## src/rtl/ckoc_defs.vh

```
// Constants for the clock output configuration controller.
// Assumes a 200 MHz system clock and a 64-byte register space.
`ifndef CKOC_DEFS_VH
`define CKOC_DEFS_VH

`define CKOC_CLK_MHZ        200
`define CKOC_POR_MAX_MS     175
`define CKOC_POR_CYCLES     26'd35000000

`define CKOC_SLAVE_ADDR     7'h6c
`define CKOC_REG_DEPTH      64

`define CKOC_BANK_BASE      16
`define CKOC_BANK_STEP      8
`define CKOC_OFS_DIV        0
`define CKOC_OFS_CTL        2
`define CKOC_OFS_OUT        4
`define CKOC_ADDR_SE_CFG    6'h29
`define CKOC_ADDR_FRAC_CFG  6'h2d
`define CKOC_ADDR_FRAC_HI   6'h2e
`define CKOC_ADDR_FRAC_MID  6'h2f
`define CKOC_ADDR_FRAC_LO   6'h30
`define CKOC_ADDR_DEVCTL    6'h3d
`define CKOC_ADDR_STATUS    8'h3e

`define CKOC_CTL_PD_BIT     7
`define CKOC_CTL_EN_BIT     6
`define CKOC_CTL_SEL_BIT    0
`define CKOC_OUT_PD_BIT     7
`define CKOC_OUT_STY_BIT    2
`define CKOC_SE_EN_BIT      0
`define CKOC_SE_BYP_BIT     1
`define CKOC_FRAC_SEL_BIT   6
`define CKOC_RESYNC_BIT     0

`define CKOC_DIV_DFLT       8'h10
`define CKOC_CTL_DFLT       8'h40
`define CKOC_SE_DFLT        8'h01
`define CKOC_FRAC_DFLT      8'h05

`define CKOC_AMP_350        2'h0
`define CKOC_AMP_750        2'h2
`define CKOC_FINT_MIN       4'h5
`define CKOC_PIN_WHOLE      4'h9
`define CKOC_PIN_SUB        24'h600000

`define CKOC_LVL_LO         2'h0
`define CKOC_LVL_MID        2'h1
`define CKOC_LVL_HI         2'h2

`endif

```

## src/rtl/ckoc_i2c_slave.v

```verilog
// Byte-oriented serial slave: block reads and writes from one register pointer.
// Assumes scl/sda arrive asynchronously; the wired-and level is resolved outside.
`timescale 1ns/10ps
`default_nettype none
`include "ckoc_defs.vh"

module ckoc_i2c_slave (
  input  wire       sys_clk,
  input  wire       rstn,
  input  wire       enable,
  input  wire       scl_in,
  input  wire       sda_in,
  output wire       sda_out,
  output wire       sda_oe,
  output wire [7:0] rd_addr,
  input  wire [7:0] rd_data,
  output wire       wr_pulse,
  output wire [7:0] wr_addr,
  output wire [7:0] wr_data,
  output wire       stop_pulse
);
  localparam [2:0] P_IDLE = 3'h0;
  localparam [2:0] P_ADDR = 3'h1;
  localparam [2:0] P_REG  = 3'h2;
  localparam [2:0] P_WR   = 3'h3;
  localparam [2:0] P_RD   = 3'h4;

  reg       scl_1, scl_2, scl_p;
  reg       sda_1, sda_2, sda_p;
  reg [2:0] ph_reg;
  reg [3:0] bitc_reg;
  reg [7:0] sh_reg;
  reg [7:0] ptr_reg;
  reg       oe_reg;
  reg       wr_pulse_reg;
  reg [7:0] wr_addr_reg;
  reg [7:0] wr_data_reg;
  reg       stop_pulse_reg;

  wire rise  = scl_2 & ~scl_p;
  wire fall  = ~scl_2 & scl_p;
  wire start = scl_2 & scl_p & sda_p & ~sda_2;
  wire stop  = scl_2 & scl_p & ~sda_p & sda_2;

  always @(posedge sys_clk or negedge rstn) begin
    if (!rstn) begin
      scl_1 <= 1'b1;
      scl_2 <= 1'b1;
      scl_p <= 1'b1;
      sda_1 <= 1'b1;
      sda_2 <= 1'b1;
      sda_p <= 1'b1;
    end else begin
      scl_1 <= scl_in;
      scl_2 <= scl_1;
      scl_p <= scl_2;
      sda_1 <= sda_in;
      sda_2 <= sda_1;
      sda_p <= sda_2;
    end
  end

  always @(posedge sys_clk or negedge rstn) begin
    if (!rstn) begin
      ph_reg         <= P_IDLE;
      bitc_reg       <= 4'h0;
      sh_reg         <= 8'h00;
      ptr_reg        <= 8'h00;
      oe_reg         <= 1'b0;
      wr_pulse_reg   <= 1'b0;
      wr_addr_reg    <= 8'h00;
      wr_data_reg    <= 8'h00;
      stop_pulse_reg <= 1'b0;
    end else begin
      wr_pulse_reg   <= 1'b0;
      stop_pulse_reg <= 1'b0;
      if (!enable) begin
        ph_reg <= P_IDLE;
        oe_reg <= 1'b0;
      end else if (start) begin
        ph_reg   <= P_ADDR;
        bitc_reg <= 4'h0;
        oe_reg   <= 1'b0;
      end else if (stop) begin
        ph_reg         <= P_IDLE;
        oe_reg         <= 1'b0;
        stop_pulse_reg <= 1'b1;
      end else if (ph_reg != P_IDLE) begin
        if (rise) begin
          if (bitc_reg < 4'h8) begin
            sh_reg   <= {sh_reg[6:0], sda_2};
            bitc_reg <= bitc_reg + 4'h1;
          end else if (bitc_reg == 4'h8) begin
            if (ph_reg == P_RD && sda_2)
              ph_reg <= P_IDLE;
            bitc_reg <= 4'h9;
          end
        end else if (fall) begin
          if (bitc_reg == 4'h8) begin
            case (ph_reg)
              P_ADDR: begin
                if (sh_reg[7:1] == `CKOC_SLAVE_ADDR) begin
                  oe_reg <= 1'b1;
                  ph_reg <= sh_reg[0] ? P_RD : P_REG;
                end else begin
                  ph_reg <= P_IDLE;
                end
              end
              P_REG: begin
                ptr_reg <= sh_reg;
                oe_reg  <= 1'b1;
                ph_reg  <= P_WR;
              end
              P_WR: begin
                wr_pulse_reg <= 1'b1;
                wr_addr_reg  <= ptr_reg;
                wr_data_reg  <= sh_reg;
                ptr_reg      <= ptr_reg + 8'h01;
                oe_reg       <= 1'b1;
              end
              default: oe_reg <= 1'b0;
            endcase
          end else if (bitc_reg == 4'h9) begin
            bitc_reg <= 4'h0;
            if (ph_reg == P_RD) begin
              sh_reg  <= rd_data;
              oe_reg  <= ~rd_data[7];
              ptr_reg <= ptr_reg + 8'h01;
            end else begin
              oe_reg <= 1'b0;
            end
          end else if (ph_reg == P_RD && bitc_reg != 4'h0) begin
            oe_reg <= ~sh_reg[7];
          end
        end
      end
    end
  end

  // Open drain: only ever pulls low
  assign sda_out    = 1'b0;
  assign sda_oe     = oe_reg;
  assign rd_addr    = ptr_reg;
  assign wr_pulse   = wr_pulse_reg;
  assign wr_addr    = wr_addr_reg;
  assign wr_data    = wr_data_reg;
  assign stop_pulse = stop_pulse_reg;

endmodule

`default_nettype wire

```

## src/rtl/ckoc_ctrl.v

```verilog
// Digital control of a four-bank clock generator: pin decode, output states,
// fractional divider ratio, start-up sequencing and the serial register port.
// Assumes pin comparators and pll_lock are asynchronous to sys_clk.
`timescale 1ns/10ps
`default_nettype none
`include "ckoc_defs.vh"

// Notes on behaviour
// Fractional ratio is twice (whole plus sub over 2^24) times post factor.
// Whole part 5..15 from 4 bits, 24-bit fraction, post factor 1/2/4.
// Powered-down pairs drive both legs high; single-ended output goes high-Z.
// Each pair has its own swing 350/500/750 mV and LVDS/LVPECL/off choice.
// Under pin control every pair of a bank shares one configuration.
// Pin settings drive outputs directly; stored registers never change from pins.
// Disabled: true leg low, complement high, single-ended low; registers only.
// All banks enabled by default; bank power and enable set by register bits.
// Each output can also be powered down alone by a register bit.
// Banks A/B pin pair decode to fixed LVPECL/LVDS ratios or power-down.
// Pin-controlled LVPECL uses 750 mV swing, LVDS uses 350 mV.
// Bank C pin pair decodes to its own ratio table or power-down.
// Bank D pins pick LVDS ratios, fractional ones, CMOS 75, or bypass.
// Power-on reset lasts at most 175 ms after power-up.
// During reset: defaults held, outputs enabled, lock cleared, serial port ignored.
// After reset, load defaults, then serve serial port and try PLL lock.
// When the PLL locks, all PLL-fed output dividers are synchronised.
// Serial slave answers only at seven-bit address 1101100b.
// Serial port runs at 100 kHz and 400 kHz bus rates.
// One register-address byte, then ascending addresses, MSB first.
// A block transfer may end after any complete byte.
// Written bytes are buffered and all committed together at STOP; the code never stores DEVCTL and only uses it for resync.
// Writing the resync bit loads new divider values and resynchronises dividers.
// An open control pin reads as the middle level.
// Per-bank source bit picks pin (0) or register (1) configuration.
// Three-level pins are digitised first; other slave addresses get no acknowledge.
module ckoc_ctrl #(
  parameter [25:0] POR_CYCLES = `CKOC_POR_CYCLES
) (
  input  wire        sys_clk,
  input  wire        rstn,
  input  wire [1:0]  bank_a_pins_hi,
  input  wire [1:0]  bank_a_pins_lo,
  input  wire [1:0]  bank_b_pins_hi,
  input  wire [1:0]  bank_b_pins_lo,
  input  wire [1:0]  bank_c_pins_hi,
  input  wire [1:0]  bank_c_pins_lo,
  input  wire [1:0]  bank_d_pins_hi,
  input  wire [1:0]  bank_d_pins_lo,
  input  wire        pll_lock,
  input  wire        scl_in,
  input  wire        sda_in,
  output wire        sda_out,
  output wire        sda_oe,
  output wire        pll_lock_en,
  output wire        cfg_done,
  output wire        div_sync,
  output wire [7:0]  div_ratio_a,
  output wire [7:0]  div_ratio_b,
  output wire [7:0]  div_ratio_c,
  output wire [7:0]  div_ratio_d,
  output wire        frac_sel,
  output wire [3:0]  whole_part_code,
  output wire [23:0] sub_unit_code,
  output wire [2:0]  post_factor,
  output wire [30:0] frac_total_div,
  output wire [10:0] diff_pd,
  output wire [10:0] diff_dis,
  output wire [10:0] diff_style,
  output wire [21:0] diff_amp,
  output wire [10:0] diff_true_lvl,
  output wire [10:0] diff_comp_lvl,
  output wire        se_oe,
  output wire        se_force_low,
  output wire        se_bypass
);
  localparam [1:0] ST_POR = 2'h0;
  localparam [1:0] ST_CFG = 2'h1;
  localparam [1:0] ST_RUN = 2'h2;

  // Comparator pair to level; neither threshold crossed means middle (open pin)
  function [1:0] lvl(input hi, input lo);
    begin
      if (hi)
        lvl = `CKOC_LVL_HI;
      else if (lo)
        lvl = `CKOC_LVL_LO;
      else
        lvl = `CKOC_LVL_MID;
    end
  endfunction

  // {pd, lvpecl, ratio} for banks A, B and C
  function [9:0] pin_map(input is_c, input [1:0] p1, input [1:0] p0);
    begin
      case ({p1, p0})
        4'h0:    pin_map = is_c ? {2'h1, 8'h08} : {2'h1, 8'h10};
        4'h1:    pin_map = is_c ? {2'h1, 8'h10} : {2'h1, 8'h14};
        4'h2:    pin_map = is_c ? {2'h1, 8'h14} : {2'h1, 8'h19};
        4'h4:    pin_map = {2'h1, 8'h64};
        4'h6:    pin_map = is_c ? {2'h0, 8'h14} : {2'h0, 8'h10};
        4'h8:    pin_map = is_c ? {2'h0, 8'h19} : {2'h0, 8'h14};
        4'h9:    pin_map = is_c ? {2'h0, 8'h32} : {2'h0, 8'h19};
        4'ha:    pin_map = is_c ? {2'h0, 8'h64} : {2'h0, 8'h32};
        default: pin_map = {2'h2, 8'h00};
      endcase
    end
  endfunction

  // Bank D: {pd_diff, se_on, bypass, frac, post_code[1:0], ratio}
  function [13:0] d_map(input [1:0] p1, input [1:0] p0);
    begin
      case ({p1, p0})
        4'h0:    d_map = {4'h0, 2'h0, 8'h19};
        4'h1:    d_map = {4'h0, 2'h0, 8'h32};
        4'h2:    d_map = {4'h1, 2'h0, 8'h00};
        4'h4:    d_map = {4'h1, 2'h1, 8'h00};
        4'h6:    d_map = {4'hc, 2'h0, 8'h4b};
        4'h8:    d_map = {4'h0, 2'h0, 8'h64};
        4'h9:    d_map = {4'h0, 2'h0, 8'h14};
        4'ha:    d_map = {4'h6, 2'h0, 8'h01};
        default: d_map = {4'h8, 2'h0, 8'h00};
      endcase
    end
  endfunction

  function [7:0] dflt(input [5:0] a);
    begin
      if (a == `CKOC_ADDR_SE_CFG)
        dflt = `CKOC_SE_DFLT;
      else if (a == `CKOC_ADDR_FRAC_CFG)
        dflt = `CKOC_FRAC_DFLT;
      else if (a >= 6'h10 && a <= 6'h2f && a[2:0] == `CKOC_OFS_DIV)
        dflt = `CKOC_DIV_DFLT;
      else if (a >= 6'h10 && a <= 6'h2f && a[2:0] == `CKOC_OFS_CTL)
        dflt = `CKOC_CTL_DFLT;
      else
        dflt = 8'h00;
    end
  endfunction

  reg  [7:0]  regs [0:`CKOC_REG_DEPTH-1];
  reg  [7:0]  wbuf [0:`CKOC_REG_DEPTH-1];
  reg  [63:0] pend_reg;
  reg  [16:0] sync1_reg;
  reg  [16:0] sync2_reg;
  reg         lock_p_reg;
  reg  [1:0]  st_reg;
  reg  [25:0] por_cnt_reg;
  reg  [5:0]  cfg_idx_reg;
  reg         div_sync_reg;
  reg  [31:0] div_ratio_reg;
  reg         frac_sel_reg;
  reg  [3:0]  whole_reg;
  reg  [23:0] sub_reg;
  reg  [2:0]  post_reg;
  reg  [30:0] total_reg;
  reg  [10:0] diff_pd_reg;
  reg  [10:0] diff_dis_reg;
  reg  [10:0] diff_style_reg;
  reg  [21:0] diff_amp_reg;
  reg         se_oe_reg;
  reg         se_force_low_reg;
  reg         se_bypass_reg;
  integer     i, j;

  wire        run = (st_reg == ST_RUN);
  wire        lock_s = sync2_reg[16];
  wire [7:0]  rd_addr;
  wire [7:0]  rd_data;
  wire        wr_pulse;
  wire [7:0]  wr_addr;
  wire [7:0]  wr_data;
  wire        stop_pulse;
  wire [3:0]  bk_sel;
  wire [3:0]  bk_pd;
  wire [3:0]  bk_en;
  wire [3:0]  bk_pecl;
  wire [31:0] bk_ratio;
  wire [10:0] pd_next;
  wire [10:0] dis_next;
  wire [10:0] sty_next;
  wire [21:0] amp_next;
  wire [13:0] dm = d_map(lvl(sync2_reg[13], sync2_reg[15]), lvl(sync2_reg[12], sync2_reg[14]));
  wire        resync_req = stop_pulse & pend_reg[`CKOC_ADDR_DEVCTL] &
                           wbuf[`CKOC_ADDR_DEVCTL][`CKOC_RESYNC_BIT];
  wire        sync_next = run & ((lock_s & ~lock_p_reg) | resync_req);

  always @(posedge sys_clk or negedge rstn) begin
    if (!rstn) begin
      sync1_reg <= 17'h00000;
      sync2_reg <= 17'h00000;
    end else begin
      sync1_reg <= {pll_lock, bank_d_pins_lo, bank_d_pins_hi, bank_c_pins_lo, bank_c_pins_hi,
                    bank_b_pins_lo, bank_b_pins_hi, bank_a_pins_lo, bank_a_pins_hi};
      sync2_reg <= sync1_reg;
    end
  end

  // Power-on reset, then one pass of defaults before the port opens
  always @(posedge sys_clk or negedge rstn) begin
    if (!rstn) begin
      st_reg      <= ST_POR;
      por_cnt_reg <= 26'h0000000;
      cfg_idx_reg <= 6'h00;
      lock_p_reg  <= 1'b0;
    end else begin
      lock_p_reg  <= lock_s & run;
      cfg_idx_reg <= cfg_idx_reg + 6'h01;
      case (st_reg)
        ST_POR: begin
          por_cnt_reg <= por_cnt_reg + 26'h0000001;
          if (por_cnt_reg == POR_CYCLES - 26'h0000001) begin
            st_reg      <= ST_CFG;
            cfg_idx_reg <= 6'h00;
          end
        end
        ST_CFG: begin
          if (cfg_idx_reg == 6'h3f)
            st_reg <= ST_RUN;
        end
        default: st_reg <= ST_RUN;
      endcase
    end
  end

  // Defaults walk in outside RUN; in RUN a STOP commits every buffered byte except DEVCTL at once
  always @(posedge sys_clk) begin
    if (!run) begin
      regs[cfg_idx_reg] <= dflt(cfg_idx_reg);
    end else if (stop_pulse) begin
      for (j = 0; j < `CKOC_REG_DEPTH; j = j + 1) begin
        if (pend_reg[j] && j != `CKOC_ADDR_DEVCTL)
          regs[j] <= wbuf[j];
      end
    end
  end

  always @(posedge sys_clk) begin
    if (wr_pulse && wr_addr < 8'h40)
      wbuf[wr_addr[5:0]] <= wr_data;
  end

  always @(posedge sys_clk or negedge rstn) begin
    if (!rstn)
      pend_reg <= 64'h0000000000000000;
    else if (!run || stop_pulse)
      pend_reg <= 64'h0000000000000000;
    else if (wr_pulse && wr_addr < 8'h40)
      pend_reg[wr_addr[5:0]] <= 1'b1;
  end

  // Status reads live; lock is hidden outside RUN
  assign rd_data = (rd_addr == `CKOC_ADDR_STATUS) ? {6'h00, run, lock_s & run} :
                   (rd_addr < 8'h40) ? regs[rd_addr[5:0]] : 8'h00;

  genvar b, o;
  generate
    for (b = 0; b < 4; b = b + 1) begin : g_bank
      localparam integer BI = `CKOC_BANK_BASE + `CKOC_BANK_STEP * b;
      wire [7:0] ctl = regs[BI + `CKOC_OFS_CTL];
      wire [9:0] pm  = pin_map(b == 2, lvl(sync2_reg[4*b+1], sync2_reg[4*b+3]),
                               lvl(sync2_reg[4*b], sync2_reg[4*b+2]));
      assign bk_sel[b]  = ctl[`CKOC_CTL_SEL_BIT];
      assign bk_en[b]   = ctl[`CKOC_CTL_EN_BIT];
      assign bk_pecl[b] = (b == 3) ? 1'b0 : pm[8];
      assign bk_pd[b]   = bk_sel[b] ? ctl[`CKOC_CTL_PD_BIT] : ((b == 3) ? dm[13] : pm[9]);
      assign bk_ratio[8*b+7:8*b] = bk_sel[b] ? regs[BI + `CKOC_OFS_DIV] :
                                   ((b == 3) ? dm[7:0] : pm[7:0]);
    end
    for (o = 0; o < 11; o = o + 1) begin : g_out
      localparam integer B  = (o < 4) ? 0 : (o < 8) ? 1 : (o < 10) ? 2 : 3;
      localparam integer LO = (B == 0) ? 0 : (B == 1) ? 4 : (B == 2) ? 8 : 10;
      wire [7:0] cf = regs[`CKOC_BANK_BASE + `CKOC_BANK_STEP * B + `CKOC_OFS_OUT + o - LO];
      assign pd_next[o]  = bk_pd[B] | (bk_sel[B] & cf[`CKOC_OUT_PD_BIT]);
      assign dis_next[o] = run & bk_sel[B] & ~bk_en[B] & ~pd_next[o];
      assign sty_next[o] = bk_sel[B] ? cf[`CKOC_OUT_STY_BIT] : bk_pecl[B];
      assign amp_next[2*o+1:2*o] = bk_sel[B] ? cf[1:0] :
                                   (bk_pecl[B] ? `CKOC_AMP_750 : `CKOC_AMP_350);
    end
  endgenerate

  wire        d_reg = bk_sel[3];
  wire [7:0]  fcfg  = regs[`CKOC_ADDR_FRAC_CFG];
  wire [7:0]  secfg = regs[`CKOC_ADDR_SE_CFG];
  wire [3:0]  w_raw = d_reg ? fcfg[3:0] : `CKOC_PIN_WHOLE;
  wire [3:0]  w_eff = (w_raw < `CKOC_FINT_MIN) ? `CKOC_FINT_MIN : w_raw;
  wire [23:0] s_eff = d_reg ? {regs[`CKOC_ADDR_FRAC_HI], regs[`CKOC_ADDR_FRAC_MID],
                               regs[`CKOC_ADDR_FRAC_LO]} : `CKOC_PIN_SUB;
  wire [1:0]  pcode = d_reg ? fcfg[5:4] : dm[9:8];
  wire [1:0]  psh   = (pcode == 2'h0) ? 2'h0 : (pcode == 2'h1) ? 2'h1 : 2'h2;
  wire [30:0] tot   = {3'h0, w_eff, s_eff} << ({1'b0, psh} + 3'h1);
  wire        se_dis = run & d_reg & ~bk_en[3] & ~bk_pd[3];
  wire        se_act = d_reg ? (secfg[`CKOC_SE_EN_BIT] & ~bk_pd[3]) : dm[12];

  always @(posedge sys_clk or negedge rstn) begin
    if (!rstn) begin
      div_sync_reg     <= 1'b0;
      div_ratio_reg    <= {4{`CKOC_DIV_DFLT}};
      frac_sel_reg     <= 1'b0;
      whole_reg        <= `CKOC_FINT_MIN;
      sub_reg          <= 24'h000000;
      post_reg         <= 3'h1;
      total_reg        <= 31'h0a000000;
      diff_pd_reg      <= 11'h000;
      diff_dis_reg     <= 11'h000;
      diff_style_reg   <= 11'h000;
      diff_amp_reg     <= 22'h000000;
      se_oe_reg        <= 1'b0;
      se_force_low_reg <= 1'b0;
      se_bypass_reg    <= 1'b0;
    end else begin
      div_sync_reg <= sync_next;
      // Register-mode ratios wait for a resync; pin mode follows the pins
      for (i = 0; i < 4; i = i + 1) begin
        if (!run || sync_next || !bk_sel[i])
          div_ratio_reg[8*i +: 8] <= bk_ratio[8*i +: 8];
      end
      if (!run || sync_next || !d_reg) begin
        frac_sel_reg <= d_reg ? fcfg[`CKOC_FRAC_SEL_BIT] : dm[10];
        whole_reg    <= w_eff;
        sub_reg      <= s_eff;
        post_reg     <= 3'h1 << psh;
        total_reg    <= tot;
      end
      diff_pd_reg      <= pd_next;
      diff_dis_reg     <= dis_next;
      diff_style_reg   <= sty_next;
      diff_amp_reg     <= amp_next;
      se_oe_reg        <= se_act | se_dis;
      se_force_low_reg <= se_dis;
      se_bypass_reg    <= d_reg ? secfg[`CKOC_SE_BYP_BIT] : dm[11];
    end
  end

  ckoc_i2c_slave u_port (
    .sys_clk    (sys_clk),
    .rstn       (rstn),
    .enable     (run),
    .scl_in     (scl_in),
    .sda_in     (sda_in),
    .sda_out    (sda_out),
    .sda_oe     (sda_oe),
    .rd_addr    (rd_addr),
    .rd_data    (rd_data),
    .wr_pulse   (wr_pulse),
    .wr_addr    (wr_addr),
    .wr_data    (wr_data),
    .stop_pulse (stop_pulse)
  );

  assign pll_lock_en     = run;
  assign cfg_done        = run;
  assign div_sync        = div_sync_reg;
  assign div_ratio_a     = div_ratio_reg[7:0];
  assign div_ratio_b     = div_ratio_reg[15:8];
  assign div_ratio_c     = div_ratio_reg[23:16];
  assign div_ratio_d     = div_ratio_reg[31:24];
  assign frac_sel        = frac_sel_reg;
  assign whole_part_code = whole_reg;
  assign sub_unit_code   = sub_reg;
  assign post_factor     = post_reg;
  assign frac_total_div  = total_reg;
  assign diff_pd         = diff_pd_reg;
  assign diff_dis        = diff_dis_reg;
  assign diff_style      = diff_style_reg;
  assign diff_amp        = diff_amp_reg;
  assign diff_true_lvl   = diff_pd_reg;
  assign diff_comp_lvl   = diff_pd_reg | diff_dis_reg;
  assign se_oe           = se_oe_reg;
  assign se_force_low    = se_force_low_reg;
  assign se_bypass       = se_bypass_reg;

endmodule

`default_nettype wire

```

## config.mk

```make
export PLATFORM = sky130hd
export DESIGN_NAME = ckoc_ctrl
export DESIGN_NICKNAME = d
export VERILOG_FILES = /design/src/rtl/ckoc_i2c_slave.v /design/src/rtl/ckoc_ctrl.v
export VERILOG_INCLUDE_DIRS = /design/src /design/src/rtl
export SDC_FILE = /design/constraint.sdc
export NUM_CORES = 2
export LEC_CHECK = 0
export BUFFER_PORTS_ARGS = -buffer_cell sky130_fd_sc_hd__buf_4
export CORE_UTILIZATION = 40
export DETAILED_ROUTE_END_ITERATION = 10
export GPL_ROUTABILITY_DRIVEN = 1
export HOLD_SLACK_MARGIN = 0.06
export MAX_ROUTING_LAYER = met4
export RECOVER_POWER = 100
export SLEW_MARGIN = 25
export SYNTH_ARGS = -nofsm -noshare
export SYNTH_HDL_FRONTEND = slang
export SYNTH_HIERARCHICAL = 1
export SYNTH_SLANG_ARGS = --single-unit
```

## constraint.sdc

```tcl
create_clock -name sys_clk -period 2.5 [get_ports sys_clk]
set_input_delay 0.25 -clock sys_clk [delete_from_list [all_inputs] [get_ports sys_clk]]
set_output_delay 0.25 -clock sys_clk [all_outputs]
set_load 0.05 [all_outputs]
```

# ---- Word level (Yosys, flattened, before mapping)
# Memory sizes are Yosys's and may differ from the RTL's.
# Index checks and enable logic that the tools add are counted.
dict set report classes {
  n_addsub 5
  n_lt_le_gt_ge 8
  n_eq_ne 34
  shifts 2
  mux 387
  n_bitwise 85
  reduce_logical 41
}
# cell n
set op_table {}
lappend op_table {{$mux 1} 305}
lappend op_table {{$mux 8} 17}
lappend op_table {{$mux 64} 2}
lappend op_table {{$or 64x64->64} 1}
lappend op_table {{$mux 2} 27}
lappend op_table {{$and 1x1->1} 44}
lappend op_table {{$mux 4} 11}
lappend op_table {{$mux 3} 12}
lappend op_table {{$shl 28x3->31} 1}
lappend op_table {{$mux 7} 4}
lappend op_table {{$add 26x1->26 const B} 1}
lappend op_table {{$eq 26x26->1 const B} 1}
lappend op_table {{$not 1->1} 26}
lappend op_table {{$mux 24} 1}
lappend op_table {{$eq 6x6->1 const B} 3}
lappend op_table {{$mux 6} 3}
lappend op_table {{$reduce_and 9->1} 2}
lappend op_table {{$lt 8x7->1 const B} 2}
lappend op_table {{$pmux 8 s2} 1}
lappend op_table {{$reduce_bool 2->1} 7}
lappend op_table {{$or 1x1->1} 13}
lappend op_table {{$ne 4x1->1 const B} 3}
lappend op_table {{$ne 6x1->1 const B} 2}
lappend op_table {{$or 11x11->11} 1}
lappend op_table {{45 further kinds} 72}
dict set report word_totals {
  register_bits 335
  mem_bits_rw 1024
  mem_bits_ro 624
  input_bits 21
  out_inout_bits 180
  wordCells 607
  n_memories 6
}
# memory depth word_bits read_ports rd_ports_with_merged_regs wr line
set memory_table {}
lappend memory_table {regs 64 8 25 0 63 ckoc_ctrl.v:140} ;# reg [7:0] regs [0:`CKOC_REG_DEPTH-1];
lappend memory_table {wbuf 64 8 64 0 1 ckoc_ctrl.v:141} ;# reg [7:0] wbuf [0:`CKOC_REG_DEPTH-1];
lappend memory_table {{(name not given)} 16 12 1 0 0 ckoc_ctrl.v:111} ;# case ({p1, p0})
lappend memory_table {{(name not given)} 16 9 1 0 0 ckoc_ctrl.v:94} ;# case ({p1, p0})
lappend memory_table {{(name not given)} 16 9 1 0 0 ckoc_ctrl.v:94}
lappend memory_table {{(name not given)} 16 9 1 0 0 ckoc_ctrl.v:94}

# ---- Logic depth before layout (Yosys ltp)
dict set report depth {
  depth_word 13
  ltp_mapped 14
  mapped_depth_nobuf 9
}

# ---- Modules after synthesis
# The synthesis kept the hierarchy.
# mod instances cells_per_inst area_each_um2 seq_area_each_um2
set modules_own_cells {}
lappend modules_own_cells {ckoc_ctrl 1 3523 51814.7 37612.3}
lappend modules_own_cells {ckoc_i2c_slave 1 223 2581.2 1208.7}

# ---- Least setup slack after synthesis
# OpenSTA, ideal clock, no wires.
dict set report synth_path {
  path_kind {flip-flop to flip-flop}
  start {register st_reg[0]}
  end {register u_port.wr_data_reg[1] (netlist: u_port/wr_data[1])}
  setup_time_ns 0.126
  arrival_time_ns 2.599
  required_time_ns 2.374
  slack_ns -0.225
  stages_incl_launch_ff 10
  path_buffers 4
  synth_period_minus_slack_ns 2.725
  cell_sequence {dfrtp_1 nand2b_1 inv_1 clkbuf_1 buf_2 o21ai_2 or4_1 buf_6 buf_12 mux2_4}
}
dict set report synth_between {
  elab_chain_cells 2
}
# item line
set synth_lines {}
lappend synth_lines {{start, declared} ckoc_ctrl.v:146} ;# reg [1:0] st_reg;
lappend synth_lines {{start signal, assigned} ckoc_ctrl.v:201} ;# st_reg <= ST_POR;
lappend synth_lines {{start signal, assigned} ckoc_ctrl.v:212} ;# st_reg <= ST_CFG;
lappend synth_lines {{start signal, assigned} ckoc_ctrl.v:218} ;# st_reg <= ST_RUN;
lappend synth_lines {{$eq 2x2->1} ckoc_ctrl.v:165} ;# wire run = (st_reg == ST_RUN);
lappend synth_lines {{net cfg_done} ckoc_ctrl.v:54} ;# output wire cfg_done,
lappend synth_lines {{$reduce_and 8->1 (no source line)} n/a}
lappend synth_lines {{end signal, assigned} ckoc_i2c_slave.v:117} ;# wr_data_reg <= sh_reg;
lappend synth_lines {{end, declared} ckoc_i2c_slave.v:37} ;# reg [7:0] wr_data_reg;
# The timed path passes the listed nets, and every way through them passes these cells.
# A chain may end at the register's enable or synchronous reset.

# ---- Final worst setup path
dict set report layout_path {
  start {register u_port.ptr_reg[0] (netlist: u_port/rd_addr[0])}
  end {register u_port.sh_reg[3]}
}
dict set report layout_between {
  elab_chain_cells 8
  elab_cells_between_ends 10
  classes_between {order compare (1); eq/ne (1); mux (7); memory (1)}
}
# item line
set layout_lines {}
lappend layout_lines {{start, declared} ckoc_i2c_slave.v:33} ;# reg [7:0] ptr_reg;
lappend layout_lines {{start signal, assigned} ckoc_i2c_slave.v:110} ;# ptr_reg <= sh_reg;
lappend layout_lines {{start signal, assigned} ckoc_i2c_slave.v:118} ;# ptr_reg <= ptr_reg + 8'h01;
lappend layout_lines {{start signal, assigned} ckoc_i2c_slave.v:128} ;# ptr_reg <= ptr_reg + 8'h01;
lappend layout_lines {{$mem_v2 64x8 or $lt 8x7->1 (tied branches)} n/a}
lappend layout_lines {{$mux 8} ckoc_ctrl.v:253} ;# (rd_addr < 8'h40) ? regs[rd_addr[5:0]] : 8'h00;
lappend layout_lines {{$mux 8 *} ckoc_ctrl.v:252} ;# assign rd_data = (rd_addr == `CKOC_ADDR_STATUS) ? {6'h00, run, lock_s & run} :
lappend layout_lines {{net rd_data[3]} ckoc_ctrl.v:168} ;# wire [7:0] rd_data;
lappend layout_lines {{$mux 8 *} ckoc_i2c_slave.v:125} ;# if (ph_reg == P_RD) begin
lappend layout_lines {{$mux 8 *} ckoc_i2c_slave.v:123} ;# end else if (bitc_reg == 4'h9) begin
lappend layout_lines {{$mux 8 *} ckoc_i2c_slave.v:99} ;# if (bitc_reg == 4'h8) begin
lappend layout_lines {{$mux 8 *} ckoc_i2c_slave.v:98} ;# end else if (fall) begin
lappend layout_lines {{$mux 8 *} ckoc_i2c_slave.v:89} ;# if (rise) begin
lappend layout_lines {{end signal, assigned} ckoc_i2c_slave.v:91} ;# sh_reg <= {sh_reg[6:0], sda_2};
lappend layout_lines {{end signal, assigned} ckoc_i2c_slave.v:126} ;# sh_reg <= rd_data;
lappend layout_lines {{end, declared} ckoc_i2c_slave.v:32} ;# reg [7:0] sh_reg;
# Mark *: on every way through the listed nets, which the timed path passes. The rest lies on a longest branch. The select of a mux whose other input is x is not followed.

==> summary by stage <==
STA
Setup repair after global routing could not meet its margin everywhere. For the pin with the worst max-slew slack, the measured transition is 1.96 ns. In the final timing run, aggregate negative setup slack is -14.27 ns. The worst slew slack as a fraction of its limit is -30.7%. The final cycle utilization of the critical path is 118%. The worst path in the final design needs a cycle of 2.96 ns, including I/O delays and setup. Hold is met by 0.136 ns. The final clock skew is 0.0232 ns. The number of pins exceeding their max-slew limit in the final report came to about 140. The final-report setup violation count is 320. The number of hold violations in the final report was 0.

Once routing completed, OpenROAD measured the worst setup slack at -0.462 ns. The maximum frequency from static timing analysis is ~340 MHz.

Critical path
The critical path arrival is about 3.6 ns. The critical path in this run is classified as reg -> reg. The data required time at the worst endpoint is around 3.2 ns.

The delay contributed by the slowest stage of the critical path is between 0.5 and 0.6 ns. The critical path goes through buf_12, buf_8, mux4_2, a211oi_2, buf_4, a2111oi_1, or4_1, mux2_2, mux2_2. The sort of element at the end of the critical path is a flop. On the critical path, the stage with the largest delay is an instance of or4_1. The most repeated library cell on the critical path is mux2_2. The largest fanout on the critical path is 7.

STA classifies the critical path startpoint as a flop.

Worst hold path
The class of the tightest hold or removal check is in -> reg.

Synthesis
For this run, the leading register cell type out of synthesis is edfxtp_1. The count of flip-flops with a built-in enable after synthesis is roughly 1000. Counting flops with an async set or reset pin after synthesis yields a share of between 20 and 25%. The number of nets handed over by synthesis was 3783.

The netlist area before placement is 54400 µm². Counting every instance in the synthesized netlist gives 3746. The mean cell area of the mapped netlist is between 10 and 15 µm². The top cell type by total area after synthesis is edfxtp_1. By area the synthesized netlist is led by edfxtp_1 (56%), dfrtp_1 (15%), mux4_2 (4.9%). In this run, distinct cell masters in the synthesized netlist total 86. After synthesis, the most frequently instantiated cells are edfxtp_1 (1013), nand2_1 (514), dfrtp_1 (320), o21ai_0 (294), and2_1 (268). The count of yosys warnings during synthesis is 6.

In this run, synthesis produced a sequential element count of 1348. The sequential area share after synthesis is 71.4%. Among all cell types in the netlist, the one instantiated most often is edfxtp_1. The share of synthesized area in the top cell type comes to 55.9%.

Layout
Fill cells in the final layout number 11800. The register with the most flip-flops in the layout has 508 of them. In the final layout, the multi-input gates occupy between 10000 and 15000 µm². Compared with the post-synthesis result, the final layout area differs by 18.0%. In the final design database the tool counted between 4000 and 5000 nets. Of the cells placed in the final design, the portion with a size suffix greater than 1 is approximately a fifth.

The final design area excluding fillers is 64200 µm². Summing all flip-flop and latch instances after layout gives 38800 µm². The post-route non-filler standard cell count is 6184.

Clocking
The cell sitting at the root of the clock tree is a clkbuf_16. The clock net in this run drives a total of 1348 sinks. The TritonCTS clock tree is yes.

The clock input transition at the sequential cells of the worst setup and hold paths is 0.06 ns. The clock buffer count from CTS is 140. The deepest clock path buffer count is 3. The clock latency at the later pin of the worst-skew pair is 0.78 ns. The number of levels in the clock H-tree is 4.

Placement
Once placement finished, the instance area stood at 60600 µm². The final weighted congestion in routability-driven placement is 0.928. Detailed placement ended at an HPWL of 105000 µm.

The post-placement cell count is 5894. The count of port buffers added during placement is 199. Before CTS, the worst setup slack after placement is -0.820 ns.

Detailed routing
After detailed routing, the total wire length is 158000 µm. The count of unresolved DRC violations after routing is 0. The number of routed nets with antenna violations is 0. The count of vias placed by the detailed router is 33900. In this run, the number of DRC markers left after iteration 0 of detailed routing was between 3000 and 4000. The average via count per standard cell is 5.48. After detailed routing, the average wire length per cell comes to roughly 26 µm.

The number of iterations in the first detailed-routing pass is 5.

Global route
The maximum number of pins on one net before global-route repair is 91. For this run the aggregate overflow at the end of global routing stands at 0. Global routing used 23.8% of the available tracks. The number of global-route vias before repair is 32500. The number of antenna violations at the first check in global routing is 2.

The wire length of the first global-routing pass is 228000 µm.

Power and ir drop
For this design the static power due to leakage is ~21 nW. The worst-case IR drop observed on VDD is 0.724 mV. In this run the power density over the cells is 702 nW/µm².

Die
The horizontal die dimension is 371 µm. The initial core utilization is 40.6%. The floorplan has 134 rows. The number of top-level design ports is 201.

The die outline area is around 140000 µm². The core region is 134000 µm². The die is 371 µm tall.

Job
The tool flagged a number of max-cap violations equal to 4.

Run status
The final reports fail on max-capacitance violations, max-slew violations, negative setup slack. The run finished, with violations left.
per-stage QoR:
step	utilization [%]	total power, mW
floorplan	-	24.5
global placement	45.2	24.7
detailed placement	45.2	24.7
CTS	48.9	45.4
global route	47.8	46.2
finish	47.8	45.0
timing repair:
action                                  4_1_cts  5_1_grt
endpoints found under the setup margin        9       18
setup buffers                                 5        2
endpoints found under the hold margin       339        0
cloned                                        1        0
pin swaps                                     7        3
resized for setup                            34       10
hold buffers                                 21        0
placed cells by master (no fill, tap or decap), types with 20 or more instances in the layout:
cell and count:
edfxtp_1 1013, nand2_1 513, dfrtp_1 309, o21ai_0 294, clkbuf_1 272, buf_4 186
and2_1 185, clkbuf_16 145, nor2_1 142, mux4_2 120, clkbuf_2 98, and2_0 83
a21oi_1 80, and3_1 72, o21a_1 66, o21bai_1 63, mux2i_1 60, nand3_1 44
clkbuf_4 38, mux2_2 34, inv_1 33, clkinv_2 30, buf_2 29, nor2b_1 27
xnor2_1 27, o211ai_1 22, a31oi_1 21, a22oi_1 20, dlygate4sd3_1 20
layer usage:
| layer | share of wire (%) | wire, µm | vias up | GRT usage, % |
|---|---|---|---|---|
| li1 | - | - | 14900 | - |
| met1 | 42 | 67200 | 17200 | 32.6 |
| met5 | 0 | 0 | - | - |
| met2 | 47 | 74600 | 1488 | 36.8 |
| met4 | 2.5 | 3940 | 0 | 6.72 |
| met3 | 7.9 | 12600 | 234 | 3.91 |
kinds of logic (layout without fill, tap and decap cells):
family	Yosys count	in the layout	synth area share (%)
and+or+nand+nor	1176	1176	10.5
buffers and inverters	272	941	2.28
AOI/OAI and AO/OA	672	672	7.66
adders and majority gates	16	16	0.368
other	1	2	0.00689
muxes	228	228	7.25
xor gates and xnor gates	33	33	0.531
DFF	1348	1348	71.4
path summary, 6_finish.rpt:
path / start / end / slack, ns / depth (start not counted)
worst min-delay path: bank_c_pins_lo[1] / sync1_reg[11] / 0.14 / 2
worst min register to register: sync1_reg[9] / sync2_reg[9] / 0.35 / 0
max in group asynchronous: rstn / div_ratio_reg[26] / 0.12 / 3
worst max register to register: u_port/rd_addr[0] / u_port/sh_reg[3] / -0.46 / 9
min in group asynchronous: rstn / pend_reg[36] / 1.23 / 3
worst max-delay path: u_port/rd_addr[0] / u_port/sh_reg[3] / -0.46 / 9
critical path: cells and delay by family (launching register included):
kind,cells,cell delay [ns]
mux,3,1.03
simple gates,1,0.55
compound gates,2,0.34
flops,1,0.47
buf+inv,3,0.46
layout make-up:
| cell class | instances | share of cell area, % |
|---|---|---|
| clock inverter | 75 | 1.07 |
| tap | 1768 | 3.45 |
| clock buffer | 185 | 6.07 |
| multi-input combinational | 2126 | 22.5 |
| inverter | 33 | 0.193 |
| antenna | 1 | 0.00390 |
| sequential | 1348 | 60.5 |
| timing repair buffer | 648 | 6.22 |
power by group:
group | switching (mW) | total (mW) | leakage (nW) | internal (mW)
Clock | 8.89 | 20.8 | 2.26 | 11.9
Combinational | 0.244 | 0.328 | 7.47 | 0.0834
Sequential | 0.0407 | 23.9 | 11.7 | 23.9
Total | 9.18 | 45.0 | 21.4 | 35.9
Note: power is estimated with default switching activity, not from simulation.
